[src/shared/event_controller_regs.vh]
`ifndef EVENT_CONTROLLER_REGS_VH
`define EVENT_CONTROLLER_REGS_VH
// register byte offsets
`define OFS_CTRL 8'h00
`define OFS_START_CFG 8'h04
`define OFS_STOP_CFG 8'h08
`define OFS_QUAL_CFG 8'h0C
`define OFS_INPUTS 8'h10
`define OFS_STATUS 8'h14
// field positions
`define CTRL_REGULATION_PROGRAM_NUMBER_LSB 0
`define CTRL_REGULATION_PROGRAM_NUMBER_W 3
`define REGULATION_PROGRAM_EVENT 3'h4
`define SENSE_ZERO_CODE 8'h50
`define SENSE_ZERO_CODE_REAL 8'h50
// time base: one tenth hour = 6 minutes
`define CLK_HZ 125000000
`define SECONDS_PER_MINUTE 60
// core clock cycles in one minute at 125 MHz; needs 33 bits
`define CYCLES_PER_MINUTE_COUNT 33'h1BF08EB00
`define TENTH_HOUR_MINUTES 6
`define TIME_DAY_TENTHS 8'hF0
`define PANEL_DELAY_MINUTES 6
`endif

[src/event_controller.v]
// Function
// - stop codes 0/1: panel voltage above/below threshold
// - stop codes 2/3: sense voltage above/below
// - stop 4/5: button off/on and late
// - stop 8-11 repeat every 1,3,6,12 minutes
// - stop 12: time beyond setting, range 0-25.5h
// - stop 14/15 end after run time
// - panel voltage comparisons settle up to six minutes
// - qualifier code 0 always active
// - qualifier 5 float-night, 6 float-day
// - guard 0-6 cutoff wins, 8-14 event wins
// - guard codes: always,temp,sense,time above/below
// - sense settings 0.1V steps, code 80 zero
// - start needs start, qualifier, guard together
// - stop, qualifier or guard loss ends event
// - event on/off indication shown
// - digit one: start when off, stop when on
// - digits two, three: qualifier and guard
// - time counts tenths, wraps after 23.9
// - start 0-3 as stop 0-3; start 4/5 button on/off and late
// - start 8-11 repeat 10,30,60,120 minutes
// - start 12 time; 14/15 programmed rate
// - disabled unless regulation program four
`timescale 1ns/1ps
`default_nettype none
`include "event_controller_regs.vh"
module event_controller #(
	parameter [32:0] CYCLES_PER_MINUTE = `CYCLES_PER_MINUTE_COUNT,
	parameter PANEL_DELAY_MIN = `PANEL_DELAY_MINUTES
) (
	input wire core_clk,
	input wire rst,
	input wire [3:0] avs_address,
	input wire avs_read,
	input wire avs_write,
	input wire [31:0] avs_writedata,
	input wire [3:0] avs_byteenable,
	output reg [31:0] avs_readdata,
	output wire avs_waitrequest,
	input wire [7:0] panelVoltage,
	input wire [7:0] externalSenseVoltage,
	input wire [7:0] temperature,
	input wire pushButtonInput,
	input wire floatState,
	input wire nightFlag,
	input wire lowBatteryCutoff,
	output reg eventOutput,
	output reg eventActive,
	output reg eventOffIndicator,
	output reg [2:0] statusDigits
);

	// ----------------------------------------
	// register bus
	// ----------------------------------------
	// one-cycle wait so read data always comes from a flop
	reg ack_q;
	reg [2:0] regulationProgramNumber_q;
	reg [3:0] startConditionSelect_q;
	reg [7:0] startTime_q;
	reg [7:0] startRate_q;
	reg [3:0] stopConditionSelect_q;
	reg [7:0] stopTime_q;
	reg [7:0] stopRun_q;
	reg [3:0] chargeStateQualifier_q;
	reg [3:0] guardConditionSelect_q;
	reg [7:0] guardSetting_q;
	reg [7:0] panelVoltageThreshold_q;
	reg [7:0] senseThreshold_q;
	reg [7:0] timeOfDay_q;
	wire timeWrite;
	wire access;
	wire [7:0] byteAddr;
	assign access = avs_read | avs_write;
	assign avs_waitrequest = access & ~ack_q;
	assign byteAddr = {2'b00, avs_address, 2'b00};

	// settle of request: ack one cycle after it appears
	always @(posedge core_clk)
	begin
		if (rst)
			ack_q <= 1'b0;
		else
			ack_q <= access & ~ack_q;
	end

	// register writes, lanes taken by byte enable
	always @(posedge core_clk)
	begin
		if (rst)
		begin
			regulationProgramNumber_q <= 3'h0;
			startConditionSelect_q <= 4'h6;
			startTime_q <= 8'h00;
			startRate_q <= 8'h00;
			stopConditionSelect_q <= 4'h6;
			stopTime_q <= 8'h00;
			stopRun_q <= 8'h00;
			chargeStateQualifier_q <= 4'h0;
			guardConditionSelect_q <= 4'h0;
			guardSetting_q <= 8'h00;
			panelVoltageThreshold_q <= 8'h00;
			senseThreshold_q <= `SENSE_ZERO_CODE_REAL;
		end
		else if (avs_write & ~ack_q)
		begin
			case (byteAddr)
				`OFS_CTRL:
				begin
					if (avs_byteenable[0])
						regulationProgramNumber_q <= avs_writedata[2:0];
				end
				`OFS_START_CFG:
				begin
					if (avs_byteenable[0])
						startConditionSelect_q <= avs_writedata[3:0];
					if (avs_byteenable[1])
						startTime_q <= avs_writedata[15:8];
					if (avs_byteenable[2])
						startRate_q <= avs_writedata[23:16];
					if (avs_byteenable[3])
						panelVoltageThreshold_q <= avs_writedata[31:24];
				end
				`OFS_STOP_CFG:
				begin
					if (avs_byteenable[0])
						stopConditionSelect_q <= avs_writedata[3:0];
					if (avs_byteenable[1])
						stopTime_q <= avs_writedata[15:8];
					if (avs_byteenable[2])
						stopRun_q <= avs_writedata[23:16];
					if (avs_byteenable[3])
						senseThreshold_q <= avs_writedata[31:24];
				end
				`OFS_QUAL_CFG:
				begin
					if (avs_byteenable[0])
						chargeStateQualifier_q <= avs_writedata[3:0];
					if (avs_byteenable[1])
						guardConditionSelect_q <= avs_writedata[11:8];
					if (avs_byteenable[2])
						guardSetting_q <= avs_writedata[23:16];
				end
				default:
				begin
				end
			endcase
		end
	end

	// time of day written via the inputs register, byte 0
	assign timeWrite = avs_write & ~ack_q & (byteAddr == `OFS_INPUTS) & avs_byteenable[0];

	// ----------------------------------------
	// time base
	// ----------------------------------------
	reg [32:0] cycleCount_q;
	reg [2:0] minuteInTenth_q;
	reg [10:0] minuteCount_q;
	wire minuteTick;
	assign minuteTick = (cycleCount_q == CYCLES_PER_MINUTE - 33'h1);

	// free running minute counter plus tenth-hour clock; wraps 23.9 to 0
	always @(posedge core_clk)
	begin
		if (rst)
		begin
			cycleCount_q <= 33'h0;
			minuteInTenth_q <= 3'h0;
			timeOfDay_q <= 8'h00;
			minuteCount_q <= 11'h000;
		end
		else
		begin
			cycleCount_q <= minuteTick ? 33'h0 : cycleCount_q + 33'h1;
			if (timeWrite)
			begin
				timeOfDay_q <= avs_writedata[7:0];
				minuteInTenth_q <= 3'h0;
			end
			else if (minuteTick)
			begin
				if (minuteInTenth_q == `TENTH_HOUR_MINUTES - 1)
				begin
					minuteInTenth_q <= 3'h0;
					timeOfDay_q <= (timeOfDay_q >= `TIME_DAY_TENTHS - 8'h01) ? 8'h00 : timeOfDay_q + 8'h01;
				end
				else
					minuteInTenth_q <= minuteInTenth_q + 3'h1;
			end
			if (minuteTick)
				minuteCount_q <= minuteCount_q + 11'h001;
		end
	end

	// ----------------------------------------
	// panel voltage settle
	// ----------------------------------------
	// panel comparisons are re-sampled once per delay window; avoids chatter
	reg [3:0] panelMinutes_q;
	reg panelAbove_q;
	reg panelBelow_q;
	always @(posedge core_clk)
	begin
		if (rst)
		begin
			panelMinutes_q <= 4'h0;
			panelAbove_q <= 1'b0;
			panelBelow_q <= 1'b0;
		end
		else if (minuteTick)
		begin
			if (panelMinutes_q >= PANEL_DELAY_MIN[3:0] - 4'h1)
			begin
				panelMinutes_q <= 4'h0;
				panelAbove_q <= panelVoltage > panelVoltageThreshold_q;
				panelBelow_q <= panelVoltage < panelVoltageThreshold_q;
			end
			else
				panelMinutes_q <= panelMinutes_q + 4'h1;
		end
	end

	// ----------------------------------------
	// condition evaluation
	// ----------------------------------------
	reg [10:0] runMinutes_q;
	reg [10:0] sinceStart_q;
	reg startCond;
	reg stopCond;
	reg chargeQual;
	reg guardQual;
	reg [10:0] stopLimit;
	reg [10:0] rateLimit;
	wire senseAbove;
	wire senseBelow;
	wire startLate;
	wire stopLate;
	assign senseAbove = externalSenseVoltage > senseThreshold_q;
	assign senseBelow = externalSenseVoltage < senseThreshold_q;
	assign startLate = timeOfDay_q > startTime_q;
	assign stopLate = timeOfDay_q > stopTime_q;

	// repeat periods measured on the free minute counter
	function pulseEvery;
		input [10:0] minutes;
		input [10:0] period;
		begin
			pulseEvery = (minutes % period) == 11'h000;
		end
	endfunction

	always @*
	begin
		stopLimit = (stopConditionSelect_q == 4'hF) ? {3'h0, stopRun_q} * 11'h006 : {3'h0, stopRun_q};
		rateLimit = (startConditionSelect_q == 4'hF) ? {3'h0, startRate_q} * 11'h006 : {3'h0, startRate_q};
		case (startConditionSelect_q)
			4'h0: startCond = panelAbove_q;
			4'h1: startCond = panelBelow_q;
			4'h2: startCond = senseAbove;
			4'h3: startCond = senseBelow;
			4'h4: startCond = pushButtonInput & startLate;
			4'h5: startCond = ~pushButtonInput & startLate;
			4'h8: startCond = startLate & pulseEvery(minuteCount_q, 11'd10);
			4'h9: startCond = startLate & pulseEvery(minuteCount_q, 11'd30);
			4'hA: startCond = startLate & pulseEvery(minuteCount_q, 11'd60);
			4'hB: startCond = startLate & pulseEvery(minuteCount_q, 11'd120);
			4'hC: startCond = startLate;
			4'hE, 4'hF: startCond = (sinceStart_q >= rateLimit);
			default: startCond = 1'b0;
		endcase
		case (stopConditionSelect_q)
			4'h0: stopCond = panelAbove_q;
			4'h1: stopCond = panelBelow_q;
			4'h2: stopCond = senseAbove;
			4'h3: stopCond = senseBelow;
			4'h4: stopCond = ~pushButtonInput & stopLate;
			4'h5: stopCond = pushButtonInput & stopLate;
			4'h8: stopCond = stopLate & pulseEvery(minuteCount_q, 11'd1);
			4'h9: stopCond = stopLate & pulseEvery(minuteCount_q, 11'd3);
			4'hA: stopCond = stopLate & pulseEvery(minuteCount_q, 11'd6);
			4'hB: stopCond = stopLate & pulseEvery(minuteCount_q, 11'd12);
			4'hC: stopCond = stopLate;
			4'hE, 4'hF: stopCond = (runMinutes_q >= stopLimit);
			default: stopCond = 1'b0;
		endcase
		case (chargeStateQualifier_q)
			4'h0: chargeQual = 1'b1;
			4'h1: chargeQual = floatState;
			4'h2: chargeQual = nightFlag;
			4'h3: chargeQual = ~nightFlag;
			4'h5: chargeQual = floatState & nightFlag;
			4'h6: chargeQual = floatState & ~nightFlag;
			default: chargeQual = 1'b0;
		endcase
		case (guardConditionSelect_q[2:0])
			3'h0: guardQual = 1'b1;
			3'h1: guardQual = temperature > guardSetting_q;
			3'h2: guardQual = temperature < guardSetting_q;
			3'h3: guardQual = externalSenseVoltage > guardSetting_q;
			3'h4: guardQual = externalSenseVoltage < guardSetting_q;
			3'h5: guardQual = timeOfDay_q > guardSetting_q;
			3'h6: guardQual = timeOfDay_q < guardSetting_q;
			default: guardQual = 1'b0;
		endcase
		if (guardConditionSelect_q == 4'hF)
			guardQual = 1'b0;
	end

	// ----------------------------------------
	// event state
	// ----------------------------------------
	wire enabled;
	wire cutoffWins;
	assign enabled = regulationProgramNumber_q == `REGULATION_PROGRAM_EVENT;
	assign cutoffWins = ~guardConditionSelect_q[3];

	// run and rate counters restart on each event start
	always @(posedge core_clk)
	begin
		if (rst)
		begin
			eventActive <= 1'b0;
			runMinutes_q <= 11'h000;
			sinceStart_q <= 11'h000;
		end
		else if (~enabled)
		begin
			eventActive <= 1'b0;
			runMinutes_q <= 11'h000;
			sinceStart_q <= 11'h000;
		end
		else if (~eventActive)
		begin
			if (startCond & chargeQual & guardQual)
			begin
				eventActive <= 1'b1;
				runMinutes_q <= 11'h000;
				sinceStart_q <= 11'h000;
			end
			else if (minuteTick)
				sinceStart_q <= sinceStart_q + 11'h001;
		end
		else
		begin
			if (stopCond | ~chargeQual | ~guardQual)
				eventActive <= 1'b0;
			if (minuteTick)
			begin
				runMinutes_q <= runMinutes_q + 11'h001;
				sinceStart_q <= sinceStart_q + 11'h001;
			end
		end
	end

	// outputs and status digits, registered
	always @(posedge core_clk)
	begin
		if (rst)
		begin
			eventOutput <= 1'b0;
			eventOffIndicator <= 1'b1;
			statusDigits <= 3'h0;
		end
		else
		begin
			eventOutput <= eventActive & ~(cutoffWins & lowBatteryCutoff);
			eventOffIndicator <= ~eventActive;
			statusDigits[2] <= eventActive ? stopCond : startCond;
			statusDigits[1] <= chargeQual;
			statusDigits[0] <= guardQual;
		end
	end

	// read mux; unmapped addresses read zero
	always @(posedge core_clk)
	begin
		if (rst)
			avs_readdata <= 32'h0;
		else if (avs_read & ~ack_q)
		begin
			case (byteAddr)
				`OFS_CTRL: avs_readdata <= {29'h0, regulationProgramNumber_q};
				`OFS_START_CFG: avs_readdata <= {panelVoltageThreshold_q, startRate_q, startTime_q, 4'h0, startConditionSelect_q};
				`OFS_STOP_CFG: avs_readdata <= {senseThreshold_q, stopRun_q, stopTime_q, 4'h0, stopConditionSelect_q};
				`OFS_QUAL_CFG: avs_readdata <= {8'h00, guardSetting_q, 4'h0, guardConditionSelect_q, 4'h0, chargeStateQualifier_q};
				`OFS_INPUTS: avs_readdata <= {13'h0, runMinutes_q, timeOfDay_q};
				`OFS_STATUS: avs_readdata <= {26'h0, eventOutput, eventOffIndicator, eventActive, statusDigits};
				default: avs_readdata <= 32'h0;
			endcase
		end
	end

endmodule
`default_nettype wire

[config.mk]
export PLATFORM = sky130hd
export DESIGN_NAME = event_controller
export DESIGN_NICKNAME = d
export VERILOG_FILES = /design/src/event_controller.v
export VERILOG_INCLUDE_DIRS = /design/src /design/src/shared
export SDC_FILE = /design/constraint.sdc
export NUM_CORES = 1
export LEC_CHECK = 0
export ABC_AREA = 1
export BUFFER_PORTS_ARGS = -buffer_cell sky130_fd_sc_hd__buf_2
export CAP_MARGIN = 20
export CORE_UTILIZATION = 60
export CTS_CLUSTER_SIZE = 14
export DETAILED_ROUTE_END_ITERATION = 10
export PLACE_DENSITY = 0.89
export SYNTH_ARGS = -nofsm -noshare
export SYNTH_HDL_FRONTEND = slang
export SYNTH_SLANG_ARGS = --single-unit
[constraint.sdc]
create_clock -name core_clk -period 6.4 [get_ports core_clk]
set_input_delay 0.96 -clock core_clk [delete_from_list [all_inputs] [get_ports core_clk]]
set_output_delay 0.96 -clock core_clk [all_outputs]
set_load 0.02 [all_outputs]
### Word level (Yosys, flattened, before mapping)

Index checks and enable logic that the tools add are counted.

| operators by class | value |
|---|---|
| reductions and logical operators | 36 |
| $lt $le $gt $ge | 16 |
| multiplexer cells | 24 |
| add/sub/neg operators | 7 |
| eq/ne operators | 45 |
| div/mod/pow operators | 7 |
| $mul | 2 |
| bitwise gates (word level) | 34 |

Operators by type and width:

| kind | number |
|---|---|
| 32-bit one-hot mux with 6 select lines | 1 |
| 11-bit two-way mux | 8 |
| 11-bit zero test | 7 |
| 4-bit equality test (second input constant) | 15 |
| 8-bit greater-than comparator | 7 |
| 8-bit < comparator | 5 |
| 3-bit AND reduction | 12 |
| 11-bit by 1-bit adder with 11-bit output (second input constant) | 3 |
| 33-bit by 1-bit adder with 33-bit output (second input constant) | 1 |
| 33-bit equality test (second input constant) | 1 |
| 4-bit by 2-bit equality test with 1-bit output (second input constant) | 8 |
| 4-bit by 3-bit equality test with 1-bit output (second input constant) | 8 |
| 8-bit two-way mux | 4 |
| 1-bit bitwise AND | 22 |
| 11-bit greater-or-equal comparator | 2 |
| 11-bit by 4-bit remainder unit with 11-bit output (second input constant) | 2 |
| 8-bit by 2-bit multiplier with 10-bit output (second input constant) | 2 |
| 4-bit by 1-bit equality test with 1-bit output (second input constant) | 4 |
| 3-bit equality test (second input constant) | 5 |
| 4-bit zero test | 3 |
| 1-bit one-hot mux with 12 select lines | 1 |
| 2-bit OR reduction | 6 |
| 11-bit by 2-bit remainder unit with 11-bit output (second input constant) | 1 |
| 11-bit by 3-bit remainder unit with 11-bit output (second input constant) | 1 |
| 23 further kinds | 42 |

| storage, ports and cells | value |
|---|---|
| logic and storage cells | 198 |
| flip-flop bits (word level) | 197 |
| bits of input ports | 72 |
| output and inout bits | 39 |

### Longest topological paths before layout

| logic depth | value |
|---|---|
| word-level depth | 8 |
| depth in mapped cells | 49 |
| depth with buffers taken out | 47 |

### Least setup slack after synthesis

OpenSTA, ideal clock, no wires.

| timing path | value |
|---|---|
| path kind | register to register |
| start | register minuteCount_q[8] |
| end | register runMinutes_q[3] |
| slack | 2.521 ns |
| required time | 6.259 ns |
| path buffers | 2 |
| period minus slack after synthesis | 3.879 ns |
| data arrival time | 3.738 ns |
| library setup time | 0.141 ns |
| cell stages (with the launch flop) | 40 |
| path through | dfxtp_1 buf_4 nand2_1 inv_2 nand2_4 nand2_4 nor2_4 nand2_4 nand2_1 nor2_1 a21oi_1 nand2_1 nand2_2 nand2_4 nand4_2 nand3_1 nand2_2 nand2_2 [... 4 more ...] nand2_2 nand2_1 inv_1 ha_1 or2_2 a21oi_1 nand2_1 nand2_1 nand3_1 nand2_1 inv_2 nand2_1 nand2_1 nand2_2 nand3_4 buf_12 nand3_2 a21oi_2 |

| on the way | value |
|---|---|
| word-level cells in the longest chain between the ends | 8 |
| elaborated cells between the ends (all ways) | 17 |
| classes of those cells | div: 4; mux: 1; bitwise: 6; reduce/logical: 6 |

Ends and longest elaborated chain:

| element | RTL line | source |
|---|---|---|
| start, declared | event_controller.v:159 | `reg [10:0] minuteCount_q;` |
| start signal, assigned | event_controller.v:192 | `minuteCount_q <= minuteCount_q + 11'h001;` |
| 11-bit by 7-bit remainder unit with 11-bit output (tied with other cells) | event_controller.v:249 | `pulseEvery = (minutes % period) == 11'h000;` |
| 11-bit zero test | event_controller.v:249 |  |
| 1-bit bitwise AND, on equally long branches | n/a |  |
| 1-bit one-hot mux with 12 select lines (*) | event_controller.v:257 | `case (startConditionSelect_q)` |
| 1-bit bitwise AND (*) (2 in series) | event_controller.v:335 | `if (startCond & chargeQual & guardQual)` |
| 2-bit nonzero test (no source line) (*) | n/a |  |
| 2-bit AND reduction (no source line) (*) | n/a |  |
| end signal, assigned | event_controller.v:350 | `runMinutes_q <= runMinutes_q + 11'h001;` |
| end, declared | event_controller.v:227 | `reg [10:0] runMinutes_q;` |

Every way passes the cells marked *; elsewhere a longest branch is shown, timed or not.
A chain may end at the register's enable or synchronous reset.

### Worst setup path after layout

| timing path | value |
|---|---|
| start | register minuteCount_q[7] |
| end | register runMinutes_q[2] |

Same word-level chain as after synthesis.

==> flow_metrics.env <==
export IMPL_status="complete, no violations"
export IMPL_die_height_um=152
export IMPL_cts_setup_buffers=0
export IMPL_num_vias=14100
export IMPL_power_density_nw_per_um2=175
export IMPL_area_delta_synth_final_pct=10.3
export IMPL_fin_ws_ns=1.73
export IMPL_cap_viol_max_count=0
export IMPL_globalRouteTotalUtil=0.328
export IMPL_clock_power_share=0.453
export IMPL_grt_pass1_vias=12900
export IMPL_critical_path_class="reg -> reg"
export IMPL_fill_cells=1887
export IMPL_grt_pass1_wl_um=60400
export IMPL_dieArea_um2=23000
export IMPL_synth_yosys_seq_area_share=0.293
export IMPL_cts_tree="yes"
export IMPL_cp_start_kind="register"
export IMPL_rsz0062_at_grt="false"
export IMPL_start_util=0.614
export IMPL_fmax_ghz=0.214
export IMPL_design_area_um2=14800
export IMPL_synth_ff_type="dfxtp_1"
export IMPL_clk_pin_slew_ns=0.08
export IMPL_setup_viol=0
export IMPL_ys_types=65
export IMPL_drt_initial_drc_count=1408
export IMPL_synth_edf_count=0
export IMPL_cts_resized=0
export IMPL_drt_pre_antenna_iters=5
export IMPL_numCtsBuffers=17
export IMPL_dp_hpwl_um=27800
export IMPL_final_seq_area_um2=3940
export IMPL_dpl_instance_area_um2=14100
export IMPL_hold_class="reg -> reg"
export IMPL_drc=0
export IMPL_grt_max_degree=91
export IMPL_worstSkewPairLatency_ns=0.46
export IMPL_path_max_fanout=23
export IMPL_antenna_found_initial=0
export IMPL_worstSetupEndpointType="register"
export IMPL_yosys_warnings=0
export IMPL_synth_fp_nets=2182
export IMPL_switching_share=0.276
export IMPL_finalClockSkew_ns=0.0178
export IMPL_vdd_ir_drop_max_mv=0.169
export IMPL_overflow=0
export IMPL_leakage_nw=6.60
export IMPL_syn_area_per_cell_um2=6.73
export IMPL_ant_nets=0
export IMPL_ioPinCount=111
export IMPL_die_w_um=152
export IMPL_async_reset_ff_frac=0
export IMPL_worst_slew_pin_slew_ns=1.11
export IMPL_combPwrFrac=0.068
export IMPL_netlist_instances=1998
export IMPL_clock_sinks=197
export IMPL_ys_top_cells_by_count="nand2_1, inv_1, dfxtp_1"
export IMPL_wire_per_inst_um=15.9
export IMPL_power_internal_w=0.00188
export IMPL_critical_path_max_stage_delay_ns=0.56
export IMPL_finalCritPeriodShare=0.729
export IMPL_p_sw_w=0.000716
export IMPL_hold_violations=0
export IMPL_crit_slowest_cell="dfxtp_1"
export IMPL_cts_max_level=4
export IMPL_drive_above_1_share=0.125
export IMPL_core_area_um2=21900
export IMPL_netlist_area_um2=13400
export IMPL_place_gp_congestion=0.937
export IMPL_hold_buffers=0
export IMPL_wl_um=37800
export IMPL_drt_vias_per_instance=5.95
export IMPL_synth_area_leaders="dfxtp_1, nand2_1, ha_1"
export IMPL_multiInputGateArea_um2=8150
export IMPL_slew_headroom=0.243
export IMPL_post_synth_top_count_cell="nand2_1"
export IMPL_arrival_ns=4.97
export IMPL_rows=54
export IMPL_p_seq_frac=0.479
export IMPL_portBuffers=110
export IMPL_num_nets_final=2266
export IMPL_place_ws_ns=1.80
export IMPL_period_needed_ns=4.67
export IMPL_critPathRequiredTime_ns=6.71
export IMPL_cts_root_buf="clkbuf_16"
export IMPL_synth_seq_cells=197
export IMPL_synth_top_area_cell="dfxtp_1"
export IMPL_final_setup_tns_ns=0
export IMPL_clk_path_buf_depth=2
export IMPL_synth_top_cell_area_share=0.293
export IMPL_drv_slew=0
per-layer routing:
metal	global-route usage	routed length, um	share of wire
met2	0.545	17700	0.47
met3	0.0539	3240	0.086
met4	0.145	1570	0.041
met1	0.417	15300	0.40
met5	0	0	0
worst max-delay path: cells and delay by family, from the launching register on:
family / cells / cell delay [ns]
and+or+nand+nor: 30 / 3.11
buffers and inverters: 4 / 0.27
adders and majority gates: 1 / 0.22
AOI/OAI and AO/OA: 3 / 0.38
DFF: 1 / 0.56
through the flow:
step           power, W  hold WS [ns]  cells  utilization
6_report        0.00259         0.452   2377        0.677
5_1_grt         0.00266         0.496   2375        0.677
4_1_cts         0.00259         0.457   2373        0.676
3_5_place_dp    0.00144         0.439   2341        0.646
3_3_place_gp    0.00143         0.430   2341        0.646
2_1_floorplan   0.00137         0.418   1998            -
power groups by stage:
stage	registers [W]	logic [W]	clock network, W
after floorplan	0.00127	0.0000995	0
after global placement	0.00127	0.000162	0
after detailed placement	0.00127	0.000168	0
after CTS	0.00124	0.000171	0.00118
after global routing	0.00124	0.000193	0.00123
final	0.00124	0.000177	0.00117
sequential cells by signal (all words and copies together) (netlist names), 3 cells and up:
signal and count:
minuteCount_q 11, guardSetting_q 8, panelVoltageThreshold_q 8, avs_readdata 32, guardConditionSelect_q 4, timeOfDay_q 8, runMinutes_q 11, cycleCount_q 33
sinceStart_q 11, minuteInTenth_q 3, startTime_q 8, statusDigits 3, startRate_q 8, stopRun_q 8, panelMinutes_q 4, stopTime_q 8
startConditionSelect_q 4, senseThreshold_q 8, regulationProgramNumber_q 3, chargeStateQualifier_q 4, stopConditionSelect_q 4
path summary, 6_finish.rpt:
kind	from	cells past startpoint	endpoint	slack [ns]
max	minuteCount_q[7]$_SDFFE_PP0P_	38	runMinutes_q[2]$_SDFFE_PP0P_	1.73
min	cycleCount_q[0]$_SDFF_PP0_	1	cycleCount_q[0]$_SDFF_PP0_	0.45
max reg2reg	minuteCount_q[7]$_SDFFE_PP0P_	38	runMinutes_q[2]$_SDFFE_PP0P_	1.73
min reg2reg	cycleCount_q[0]$_SDFF_PP0_	1	cycleCount_q[0]$_SDFF_PP0_	0.45
area by class of cell:
class                      count  area share
clock inverter                15      0.0159
antenna                        2    0.000338
multi-input combinational   1454       0.549
clock buffer                  17      0.0287
inverter                     293      0.0744
timing repair buffer         119      0.0418
sequential                   197       0.266
tap                          280      0.0236
cell families (layout without fill, tap and decap cells):
logic type,after synthesis,count (layout),synth area share
DFF,197,197,0.293
adders and majority gates,112,112,0.105
buffers and inverters,347,444,0.100
other,0,2,0
xor gates and xnor gates,26,26,0.0169
and+or+nand+nor,862,862,0.289
AOI/OAI and AO/OA,452,452,0.193
muxes,2,2,0.00149
cell usage in the layout (no fill, tap or decap), types with 15 or more instances in the layout:
cell type | netlist | layout
a21oi_1 | 180 | 180
buf_2 | 6 | 110
clkbuf_16 | 0 | 17
dfxtp_1 | 197 | 197
ha_1 | 110 | 110
inv_1 | 266 | 266
inv_2 | 20 | 21
nand2_1 | 405 | 405
nand2_2 | 29 | 29
nand3_1 | 112 | 112
nand3_2 | 15 | 15
nand4_1 | 38 | 38
nor2_1 | 168 | 168
nor3_1 | 47 | 47
o211ai_1 | 18 | 18
o21ai_0 | 147 | 147
o22ai_1 | 16 | 16
xor2_1 | 17 | 17
(Power assumes the default switching activity.)
